===== src/dax_regs.svh =====
`ifndef DAX_REGS_SVH
`define DAX_REGS_SVH

// Register byte offsets
`define DAX_OFF_CTRL       8'h00
`define DAX_OFF_INSTR      8'h04
`define DAX_OFF_OPA_LO     8'h08
`define DAX_OFF_OPA_HI     8'h0c
`define DAX_OFF_OPB_LO     8'h10
`define DAX_OFF_OPB_HI     8'h14
`define DAX_OFF_DSPCTL     8'h18
`define DAX_OFF_STATUS     8'h1c
`define DAX_OFF_ACC_BASE   8'h20
`define DAX_OFF_RES_LO     8'h40
`define DAX_OFF_RES_HI     8'h44
`define DAX_OFF_MADDR_LO   8'h48
`define DAX_OFF_MADDR_HI   8'h4c

// Control register fields
`define DAX_CTRL_GO        0
`define DAX_CTRL_EN        1

// Status register fields
`define DAX_STAT_BUSY      0
`define DAX_STAT_DONE      1
`define DAX_STAT_EXC_LSB   4

// DSP control register fields
`define DAX_DSP_POS_LSB    0
`define DAX_DSP_SCOUNT_LSB 7
`define DAX_DSP_OUFLAG     23

// Reset values
`define DAX_CTRL_RST       1'b0
`define DAX_DSPCTL_RST     32'h0000_0000

// Instruction encodings
`define DAX_OPC_PRIMARY    6'h1f
`define DAX_FN_EXTRACT     6'h38
`define DAX_FN_INSERT      6'h0c
`define DAX_FN_LOAD        6'h0a
`define DAX_SUB_XWORD      5'h01
`define DAX_SUB_XROUND     5'h05
`define DAX_SUB_XRSAT      5'h07
`define DAX_SUB_XHALF      5'h0f
`define DAX_SUB_LUBYTE     5'h06
`define DAX_SUB_LDWORD     5'h08

// Saturation limits
`define DAX_WORD_MAX       32'h7fff_ffff
`define DAX_WORD_MIN       32'h8000_0000
`define DAX_HALF_MAX       64'h0000_0000_0000_7fff
`define DAX_HALF_MIN       64'hffff_ffff_ffff_8000

`endif


===== src/dax_pkg.sv =====
package dax_pkg;

	typedef enum logic [2:0]
	{
		exc_none,
		exc_reserved,
		exc_dsp_disabled,
		exc_tlb_refill,
		exc_tlb_invalid,
		exc_bus_error,
		exc_addr_error,
		exc_watch
	} dax_exc_t;

	typedef enum logic [1:0]
	{
		xop_word,
		xop_round,
		xop_round_sat,
		xop_half
	} dax_xop_t;

	typedef enum logic
	{
		st_idle,
		st_mem
	} dax_state_t;

endpackage


===== src/dax_extract.sv =====
`timescale 1ns/100ps
`default_nettype none
`include "dax_regs.svh"

module dax_extract
(
	// Operands
	input  wire logic [63:0]       acc,
	input  wire logic [4:0]        shift,
	input  wire dax_pkg::dax_xop_t xop,
	// Result
	output logic [63:0]            result,
	output logic                   ovf
);
	import dax_pkg::*;

	logic signed [64:0] t1;
	logic signed [64:0] t2;
	logic signed [63:0] h;
	logic               ovf1;
	logic               ovf2;
	logic [31:0]        word;

	always_comb
	begin
		// Shift of acc with a zero appended keeps the bit below the last kept one
		t1   = $signed({acc, 1'b0}) >>> shift;
		t2   = t1 + 65'sd1;
		ovf1 = !((t1[64:32] == 33'h0) || (&t1[64:32]));
		ovf2 = !((t2[64:32] == 33'h0) || (&t2[64:32]));
		h    = $signed(acc) >>> shift;
		word = t1[32:1];
		result = 64'h0;
		ovf  = 1'b0;
		unique case (xop)
			xop_word:
			begin
				word = t1[32:1];
				ovf  = ovf1 | ovf2;
				result = {{32{word[31]}}, word};
			end
			xop_round:
			begin
				word = t2[32:1];
				ovf  = ovf1 | ovf2;
				result = {{32{word[31]}}, word};
			end
			xop_round_sat:
			begin
				word = t2[32:1];
				if (ovf2)
					word = t2[64] ? `DAX_WORD_MIN : `DAX_WORD_MAX;
				ovf  = ovf1 | ovf2;
				result = {{32{word[31]}}, word};
			end
			xop_half:
			begin
				// Clamp to signed 16 bits, result already 64-bit sign extended
				if (h > $signed(`DAX_HALF_MAX))
				begin
					result = `DAX_HALF_MAX;
					ovf    = 1'b1;
				end
				else if (h < $signed(`DAX_HALF_MIN))
				begin
					result = `DAX_HALF_MIN;
					ovf    = 1'b1;
				end
				else
					result = h;
			end
		endcase
	end

endmodule
`default_nettype wire


===== src/dax_top.sv =====
// Functional notes
// - Shift amount is low five bits only
// - Halfword extract shifts, clamps to 16 bits, sign-extends
// - Halfword clamp sets control bit 23
// - Selector picks one of four accumulators, unchanged
// - Word overflow when bits 64..32 not uniform
// - Rounding adds one, rechecks, takes bits 32..1
// - Saturating round clamps to max or min word
// - No data exceptions; bad operands give unpredictable results
// - Halfword extract decode: 011111, 01111, 111000
// - Insert merges low size bits at position
// - Insert upper word copies target bit 31
// - Load address is index plus base
// - Byte load zero-extends one byte
// - Doubleword load faults on misaligned address
// - Loads report all listed memory exceptions
// - Doubleword load decode: 011111, 01000, 001010
// - Plain word extract sign-extends low word
// - Zero shift appends a zero bit
// - Any word overflow sets control bit 23
`timescale 1ns/100ps
`default_nettype none
`include "dax_regs.svh"

module dax_top
#(
	parameter int N_ACC = 4
)
(
	// Clock and reset
	input  wire logic                  hclk,
	input  wire logic                  hresetn,
	// AHB-Lite slave
	input  wire logic                  hsel,
	input  wire logic [31:0]           haddr,
	input  wire logic [1:0]            htrans,
	input  wire logic                  hwrite,
	input  wire logic [2:0]            hsize,
	input  wire logic [31:0]           hwdata,
	input  wire logic                  hready,
	output logic [31:0]                hrdata,
	output logic                       hreadyout,
	output logic                       hresp,
	// Load unit
	output logic                       mem_req,
	output logic [63:0]                mem_addr,
	output logic                       mem_dword,
	input  wire logic                  mem_ack,
	input  wire logic [63:0]           mem_rdata,
	input  wire dax_pkg::dax_exc_t     mem_exc
);
	import dax_pkg::*;

	// Bus state
	logic              wr_pend_q;
	logic              wr_pend_d;
	logic [7:0]        wr_addr_q;
	logic [7:0]        wr_addr_d;
	logic [31:0]       hrdata_q;
	logic [31:0]       hrdata_d;
	logic [31:0]       rd_mux;
	logic              acc_phase;

	// Software registers
	logic              en_q;
	logic              en_d;
	logic              go_q;
	logic              go_d;
	logic [31:0]       instr_q;
	logic [31:0]       instr_d;
	logic [63:0]       opa_q;
	logic [63:0]       opa_d;
	logic [63:0]       opb_q;
	logic [63:0]       opb_d;
	logic [31:0]       dspctl_q;
	logic [31:0]       dspctl_d;
	logic [31:0]       acc_hi_q [N_ACC];
	logic [31:0]       acc_hi_d [N_ACC];
	logic [31:0]       acc_lo_q [N_ACC];
	logic [31:0]       acc_lo_d [N_ACC];

	// Execution state
	dax_state_t        state_q;
	dax_state_t        state_d;
	logic [63:0]       res_q;
	logic [63:0]       res_d;
	dax_exc_t          exc_q;
	dax_exc_t          exc_d;
	logic              done_q;
	logic              done_d;
	logic [63:0]       maddr_q;
	logic [63:0]       maddr_d;
	logic              mdword_q;
	logic              mdword_d;

	// Decode and datapath
	logic [5:0]        opc;
	logic [5:0]        fn;
	logic [4:0]        sub;
	logic [1:0]        acc_sel;
	logic              is_extract;
	logic              is_insert;
	logic              is_load;
	dax_xop_t          xop;
	logic [63:0]       x_result;
	logic              x_ovf;
	logic [63:0]       ins_result;
	logic [63:0]       ins_mask;
	logic [31:0]       ins_low;
	logic [5:0]        ins_pos;
	logic [5:0]        ins_size;
	logic [63:0]       eff_addr;

	assign acc_phase = hsel && hready && htrans[1];
	assign hreadyout = 1'b1;
	assign hresp     = 1'b0;
	assign hrdata    = hrdata_q;
	assign mem_req   = (state_q == st_mem);
	assign mem_addr  = maddr_q;
	assign mem_dword = mdword_q;

	assign opc     = instr_q[31:26];
	assign fn      = instr_q[5:0];
	assign sub     = instr_q[10:6];
	assign acc_sel = instr_q[12:11];

	// Decode of the supported encodings
	always_comb
	begin
		is_extract = 1'b0;
		is_insert  = 1'b0;
		is_load    = 1'b0;
		xop        = xop_word;
		if (opc == `DAX_OPC_PRIMARY)
		begin
			if (fn == `DAX_FN_EXTRACT && instr_q[15:13] == 3'h0)
			begin
				is_extract = 1'b1;
				unique case (sub)
					`DAX_SUB_XWORD:  xop = xop_word;
					`DAX_SUB_XROUND: xop = xop_round;
					`DAX_SUB_XRSAT:  xop = xop_round_sat;
					`DAX_SUB_XHALF:  xop = xop_half;
					default:         is_extract = 1'b0;
				endcase
			end
			if (fn == `DAX_FN_INSERT && instr_q[15:6] == 10'h0)
				is_insert = 1'b1;
			if (fn == `DAX_FN_LOAD &&
				(sub == `DAX_SUB_LUBYTE || sub == `DAX_SUB_LDWORD))
				is_load = 1'b1;
		end
	end

	// Shift comes from the low five bits of the shift source
	dax_extract u_extract
	(
		.acc    ({acc_hi_q[acc_sel], acc_lo_q[acc_sel]}),
		.shift  (opa_q[4:0]),
		.xop    (xop),
		.result (x_result),
		.ovf    (x_ovf)
	);

	// Out-of-range position or size is left to software
	always_comb
	begin
		ins_pos    = dspctl_q[`DAX_DSP_POS_LSB +: 6];
		ins_size   = dspctl_q[`DAX_DSP_SCOUNT_LSB +: 6];
		ins_mask   = ((64'h1 << ins_size) - 64'h1) << ins_pos;
		ins_low    = (opb_q[31:0] & ~ins_mask[31:0]) |
			(opa_q[31:0] << ins_pos) & ins_mask[31:0];
		ins_result = {{32{opb_q[31]}}, ins_low};
		eff_addr   = opb_q + opa_q;
	end

	// Read mux, sampled in the address phase
	always_comb
	begin
		rd_mux = 32'h0;
		unique case (haddr[7:0])
			`DAX_OFF_CTRL:     rd_mux = {30'h0, en_q, 1'b0};
			`DAX_OFF_INSTR:    rd_mux = instr_q;
			`DAX_OFF_OPA_LO:   rd_mux = opa_q[31:0];
			`DAX_OFF_OPA_HI:   rd_mux = opa_q[63:32];
			`DAX_OFF_OPB_LO:   rd_mux = opb_q[31:0];
			`DAX_OFF_OPB_HI:   rd_mux = opb_q[63:32];
			`DAX_OFF_DSPCTL:   rd_mux = dspctl_q;
			`DAX_OFF_STATUS:   rd_mux = {25'h0, exc_q, 2'h0, done_q, mem_req};
			`DAX_OFF_RES_LO:   rd_mux = res_q[31:0];
			`DAX_OFF_RES_HI:   rd_mux = res_q[63:32];
			`DAX_OFF_MADDR_LO: rd_mux = maddr_q[31:0];
			`DAX_OFF_MADDR_HI: rd_mux = maddr_q[63:32];
			default:
			begin
				for (int i = 0; i < N_ACC; i++)
				begin
					if (haddr[7:0] == `DAX_OFF_ACC_BASE + 8'(8 * i))
						rd_mux = acc_hi_q[i];
					if (haddr[7:0] == `DAX_OFF_ACC_BASE + 8'(8 * i + 4))
						rd_mux = acc_lo_q[i];
				end
			end
		endcase
	end

	// Next-state logic for bus, registers and execution
	always_comb
	begin
		wr_pend_d = acc_phase && hwrite;
		wr_addr_d = acc_phase ? haddr[7:0] : wr_addr_q;
		hrdata_d  = (acc_phase && !hwrite) ? rd_mux : hrdata_q;
		en_d      = en_q;
		go_d      = 1'b0;
		instr_d   = instr_q;
		opa_d     = opa_q;
		opb_d     = opb_q;
		dspctl_d  = dspctl_q;
		acc_hi_d  = acc_hi_q;
		acc_lo_d  = acc_lo_q;
		state_d   = state_q;
		res_d     = res_q;
		exc_d     = exc_q;
		done_d    = done_q;
		maddr_d   = maddr_q;
		mdword_d  = mdword_q;

		if (wr_pend_q)
		begin
			unique case (wr_addr_q)
				`DAX_OFF_CTRL:
				begin
					en_d = hwdata[`DAX_CTRL_EN];
					go_d = hwdata[`DAX_CTRL_GO];
				end
				`DAX_OFF_INSTR:  instr_d         = hwdata;
				`DAX_OFF_OPA_LO: opa_d[31:0]     = hwdata;
				`DAX_OFF_OPA_HI: opa_d[63:32]    = hwdata;
				`DAX_OFF_OPB_LO: opb_d[31:0]     = hwdata;
				`DAX_OFF_OPB_HI: opb_d[63:32]    = hwdata;
				`DAX_OFF_DSPCTL: dspctl_d        = hwdata;
				default:
				begin
					for (int i = 0; i < N_ACC; i++)
					begin
						if (wr_addr_q == `DAX_OFF_ACC_BASE + 8'(8 * i))
							acc_hi_d[i] = hwdata;
						if (wr_addr_q == `DAX_OFF_ACC_BASE + 8'(8 * i + 4))
							acc_lo_d[i] = hwdata;
					end
				end
			endcase
		end

		unique case (state_q)
			st_idle:
			begin
				if (go_q)
				begin
					done_d = 1'b1;
					exc_d  = exc_none;
					if (!en_q)
						exc_d = exc_dsp_disabled;
					else if (!(is_extract || is_insert || is_load))
						exc_d = exc_reserved;
					else if (is_load)
					begin
						mdword_d = (sub == `DAX_SUB_LDWORD);
						if (sub == `DAX_SUB_LDWORD && eff_addr[2:0] != 3'h0)
							exc_d = exc_addr_error;
						else
						begin
							maddr_d = eff_addr;
							state_d = st_mem;
							done_d  = 1'b0;
						end
					end
					else if (is_insert)
						res_d = ins_result;
					else
					begin
						// Accumulators are never written here
						res_d = x_result;
						// Set after any software write so the event wins
						if (x_ovf)
							dspctl_d[`DAX_DSP_OUFLAG] = 1'b1;
					end
				end
			end
			st_mem:
			begin
				if (mem_ack)
				begin
					state_d = st_idle;
					done_d  = 1'b1;
					exc_d   = mem_exc;
					if (mem_exc == exc_none)
						res_d = mdword_q ? mem_rdata :
							{56'h0, mem_rdata[7:0]};
				end
			end
		endcase
	end

	always_ff @(posedge hclk or negedge hresetn)
	begin
		if (!hresetn)
		begin
			wr_pend_q <= 1'b0;
			wr_addr_q <= 8'h00;
			hrdata_q  <= 32'h0;
			en_q      <= `DAX_CTRL_RST;
			go_q      <= 1'b0;
			instr_q   <= 32'h0;
			opa_q     <= 64'h0;
			opb_q     <= 64'h0;
			dspctl_q  <= `DAX_DSPCTL_RST;
			for (int i = 0; i < N_ACC; i++)
			begin
				acc_hi_q[i] <= 32'h0;
				acc_lo_q[i] <= 32'h0;
			end
			state_q   <= st_idle;
			res_q     <= 64'h0;
			exc_q     <= exc_none;
			done_q    <= 1'b0;
			maddr_q   <= 64'h0;
			mdword_q  <= 1'b0;
		end
		else
		begin
			wr_pend_q <= wr_pend_d;
			wr_addr_q <= wr_addr_d;
			hrdata_q  <= hrdata_d;
			en_q      <= en_d;
			go_q      <= go_d;
			instr_q   <= instr_d;
			opa_q     <= opa_d;
			opb_q     <= opb_d;
			dspctl_q  <= dspctl_d;
			acc_hi_q  <= acc_hi_d;
			acc_lo_q  <= acc_lo_d;
			state_q   <= state_d;
			res_q     <= res_d;
			exc_q     <= exc_d;
			done_q    <= done_d;
			maddr_q   <= maddr_d;
			mdword_q  <= mdword_d;
		end
	end

endmodule
`default_nettype wire


===== config.mk =====
export PLATFORM = sky130hd
export DESIGN_NAME = dax_top
export DESIGN_NICKNAME = d
export VERILOG_FILES = /design/src/dax_pkg.sv /design/src/dax_extract.sv /design/src/dax_top.sv
export VERILOG_INCLUDE_DIRS = /design/src
export SDC_FILE = /design/constraint.sdc
export NUM_CORES = 2
export LEC_CHECK = 0
export BUFFER_PORTS_ARGS = -buffer_cell sky130_fd_sc_hd__buf_2
export CAP_MARGIN = 20
export CORE_UTILIZATION = 55
export DETAILED_ROUTE_END_ITERATION = 6
export PLACE_DENSITY = 0.75
export SLEW_MARGIN = 10
export SYNTH_ARGS = -nofsm -noshare
export SYNTH_HDL_FRONTEND = slang
export SYNTH_SLANG_ARGS = --single-unit

===== constraint.sdc =====
create_clock -name hclk -period 8.12 [get_ports hclk]
set_clock_uncertainty 0.05 [all_clocks]
set_input_delay 1.218 -clock hclk [delete_from_list [all_inputs] [get_ports hclk]]
set_output_delay 1.218 -clock hclk [all_outputs]
set_load 0.05 [all_outputs]

==> summary.md <==
| Metric | Value |
|---|---|
| Run status | `finished, violations left` |
| Failing checks | `design-rule violations` |
| Hold depth | `2` |
| Total Nets Final | `a little over 5,000` |
| Crit path arrival time | `8.00 ns` |
| Rows | `approximately 110` |
| Clock period minus worst slack | `7.55 ns` |
| Most area-hungry cell type in the Yosys netlist | `sky130_fd_sc_hd__dfrtp_1` |
| Setup violation total in the final timing report | `0` |
| Share of cells above drive strength 1 | `roughly a quarter` |
| Start point of the worst hold path | `hrdata[7]` |
| Most common cell in the synthesized netlist | `sky130_fd_sc_hd__dfrtp_1` |
| TritonCTS buffer count | `70` |
| CP Max Fanout | `33` |
| Top cells by area in the synthesized netlist | `sky130_fd_sc_hd__dfrtp_1 34%, sky130_fd_sc_hd__mux2_2 13%, sky130_fd_sc_hd__mux4_2 6.2%` |
| Effective utilization at floorplan | `55.6%` |
| CTS sink cnt | `between 600 and 700` |
| Endpoint of the lowest-slack register-to-register path | `res_q[5]` |
| Fill cell instance count of the final layout | `~6,900` |
| Cell count after synthesis | `just under 5,000` |
| Class of the tightest hold or removal check | `reg2reg` |
| Leakage Power | `20.9 nW` |
| Worst reg-to-reg path cell count | `19` |
| TritonCTS clock tree | `yes` |
| Hold Path End | `hrdata[7]` |
| Reported max-cap violation count | `0` |
| Type of origin of the critical path | `flip-flop` |
| Synthesized Nets | `~5,000` |
| Reg-to-reg startpoint | `instr_q[12]` |
| Cell at the root of the clock tree | `sky130_fd_sc_hd__clkbuf_16` |
| Std-Cell Core Area | `just over 0.08 mm2` |
| Die extent in y | `roughly 290 um` |
| Number of warning messages in the yosys log | `0` |
| Number of pins exceeding their max-slew limit in the final report | `0` |
| Placed standard-cell area | `between 0.04 and 0.05 mm2` |
| # port buffers | `between 200 and 250` |
| GR Overflow Total | `0` |
| Ratio of final minimum period to clock period | `between 90% and 100%` |
| Power Dens Cells | `189 mW/mm2` |
| Clock buffer depth | `3` |
| Headroom to the max-slew limit | `between 20% and 30%` |
| DR DRC count | `3` |
| Clock transition at path regs | `roughly 0.06 ns` |
| Transition time at the pin with the least slew margin | `~1.2 ns` |
| Global-route wire length before repair | `between 200,000 and 300,000 um` |
| Final standard cell area without fillers | `0.0504 mm2` |
| Final Hold Fails | `0` |
| Die Outline Area | `about 0.084 mm2` |
| Area growth from synthesis to final layout | `10.2%` |
| Ports placed on the boundary | `about 240` |
| Overall routing resource usage | `46.5%` |
| Pin count of the biggest net entering global routing | `approximately 150` |
| VDD IR max | `159 uV` |
| Detailed-placement wirelength estimate | `approximately 150,000 um` |
| Post-synthesis sequential area ratio | `approximately a third` |
| Worst setup EP type | `flip-flop` |
| Leading cell types by count after synthesis | `625 x sky130_fd_sc_hd__dfrtp_1, 524 x sky130_fd_sc_hd__mux2_2, 462 x sky130_fd_sc_hd__nand2_1, 346 x sky130_fd_sc_hd__nor2_1, 333 x sky130_fd_sc_hd__o21ai_0` |
| Setup fix buffers added after clock tree synthesis | `0` |
| Count of unique library cells instantiated by Yosys | `110` |
| Total length of routed wires | `about 200,000 um` |
| Violation count after the first detailed-routing iteration | `approximately 7,000` |
| Antenna viol nets, final | `0` |
| Worst Setup Slack, final | `between 0.5 and 0.6 ns` |
| Synthesized area per cell | `roughly 9.4 um2` |
| Initial antenna violation count | `26` |
| Via total after detailed routing | `44,720` |
| Number of synthesized register bits | `roughly 630` |
| Data required time at the worst endpoint | `between 8 and 9 ns` |
| GP Congestion | `1.08` |
| Clock latency reported for the late side of the worst-skew pair | `approximately 0.66 ns` |
| Wire length per cell | `approximately 33 um` |
| Post-synth ARST share | `100%` |
| Horizontal die dimension | `between 200 and 300 um` |
| Placement-stage worst setup slack | `around 0.90 ns` |
| Primary flip-flop cell chosen by synthesis mapping | `sky130_fd_sc_hd__dfrtp_1` |
| Detailed-route vias per instance | `7.42` |
| First drt pass iteration count | `7` |
| Register-to-Register Setup Slack | `approximately 0.57 ns` |
| Post-Synthesis Cell Area | `0.0457 mm2` |
| Post-route worst hold slack | `around 0.42 ns` |
| Post-CTS Resized | `0` |
| Post-Route Setup TNS | `0 ns` |
| Number of flops mapped to enable cells by yosys | `0` |
| # hold bufs at CTS | `0` |
| Highest attainable clock frequency | `around 130 MHz` |
| Share of the synthesized area in the top cell type | `34.2%` |
| Via count of the first global-routing pass | `around 41,000` |
| Setup CP Type | `reg2reg` |
| Number of H-tree branching levels | `3` |
| RSZ-0062 raised after global routing | `no` |
[cell families (layout without fill, tap and decap cells)]
kind of cell             Yosys count  after routing  share of synthesized area (%)
adder cells (fa/ha/maj)           68             68                           1.88
buffers and inverters            447            538                           4.23
other                              2             12                         0.0164
AND/OR/NAND/NOR                 1316           1316                           13.7
multiplexers                     811            811                           22.6
flip-flops                       625            625                           34.2
AO/OA/AOI/OAI                   1483           1483                           21.5
XOR/XNOR                         101            101                           1.95
[flip-flops by register name, indices dropped and copies added, names as in the netlist, 3 cells and up]
| register | flops |
|---|---|
| mem_addr | 64 |
| hrdata | 32 |
| opb_q | 64 |
| exc_q | 3 |
| wr_addr_q | 8 |
| instr_q | 32 |
| res_q | 64 |
| dspctl_q | 32 |
| acc_hi_q | 128 |
| acc_lo_q | 128 |
| opa_q | 64 |
[area by class of cell]
cell class / instances / area (um2) / area share (%)
clock inverter: 42 / 612 / 1.21
clock buffer: 84 / 1870 / 3.72
sequential: 625 / 15700 / 31.0
inverter: 52 / 195 / 0.387
multi-input combinational: 3781 / 28300 / 56.2
tap: 1070 / 1340 / 2.65
timing repair buffer: 360 / 2400 / 4.76
antenna: 10 / 25.0 / 0.0496
[metrics by stage]
| step | instances | utilization [%] | power (mW) |
|---|---|---|---|
| 3_5_place_dp | 5884 | 58.1 | 5.96 |
| 4_1_cts | 6010 | 61.2 | 9.40 |
| 6_report | 6024 | 61.3 | 9.55 |
| 2_1_floorplan | 4853 | - | 4.98 |
| 3_3_place_gp | 5884 | 58.1 | 5.94 |
| 5_1_grt | 6014 | 61.3 | 9.77 |
[per-layer routing]
metal	GRT usage, %	up-vias	part of all wire [%]	routed length, um
met5	0.681	-	0.18	353
met4	25.4	38	6.8	13700
met3	19.0	810	16	31600
met2	66.3	3568	41	82600
met1	59.8	21722	36	72500
li1	-	18582	-	-
[cell usage in the layout (no fill, tap or decap), types with 70 or more instances in the layout]
cell type / netlist / layout
sky130_fd_sc_hd__dfrtp_1: 625 / 617
sky130_fd_sc_hd__mux2_2: 524 / 524
sky130_fd_sc_hd__nand2_1: 462 / 461
sky130_fd_sc_hd__o21ai_0: 333 / 333
sky130_fd_sc_hd__a21oi_1: 325 / 324
sky130_fd_sc_hd__nor2_1: 346 / 321
sky130_fd_sc_hd__buf_2: 27 / 210
sky130_fd_sc_hd__a22oi_1: 157 / 157
sky130_fd_sc_hd__mux2i_1: 154 / 154
sky130_fd_sc_hd__buf_4: 14 / 133
sky130_fd_sc_hd__mux4_2: 125 / 125
sky130_fd_sc_hd__nand3_1: 108 / 106
sky130_fd_sc_hd__a31oi_1: 77 / 77
sky130_fd_sc_hd__nor3_1: 77 / 75
sky130_fd_sc_hd__clkbuf_16: 0 / 70
[report_power, final]
part	leakage, nW	internal (mW)	switching, mW
Sequential	7.97	3.26	0.214
Clock	1.18	2.03	1.46
Combinational	11.7	0.882	1.71
[worst max-delay path, stage by stage (launching register included)]
cell	delay (ns)
sky130_fd_sc_hd__dfrtp_2	0.78
sky130_fd_sc_hd__buf_12	0.31
sky130_fd_sc_hd__mux4_2	0.69
sky130_fd_sc_hd__a22oi_1	0.25
sky130_fd_sc_hd__o211ai_1	0.35
sky130_fd_sc_hd__mux4_2	0.69
sky130_fd_sc_hd__a211oi_1	0.33
sky130_fd_sc_hd__and4_1	0.47
sky130_fd_sc_hd__and2_1	0.44
sky130_fd_sc_hd__nand4_1	0.21
sky130_fd_sc_hd__nor4bb_1	0.40
sky130_fd_sc_hd__a31oi_1	0.12
sky130_fd_sc_hd__or4_1	0.45
sky130_fd_sc_hd__nor4_2	0.46
sky130_fd_sc_hd__a22oi_2	0.28
sky130_fd_sc_hd__buf_4	0.27
sky130_fd_sc_hd__nand2_2	0.12
sky130_fd_sc_hd__nand2_1	0.20
sky130_fd_sc_hd__o311ai_1	0.37
sky130_fd_sc_hd__nand3_1	0.11
[worst max path at each step]
stage / from / cells past startpoint / end / slack, ns
3_5_place_dp: instr_q[11] / 19 / res_q[11] / 0.90
4_1_cts: instr_q[11] / 19 / res_q[5] / 0.84
5_1_grt: instr_q[11] / 20 / res_q[5] / 0.37
6_report: instr_q[12] / 19 / res_q[5] / 0.57
2_1_floorplan: opa_q[0] / 20 / res_q[7] / 2.49
3_3_place_gp: instr_q[11] / 20 / res_q[13] / 0.96
Note: power is estimated with default switching activity, not from simulation.
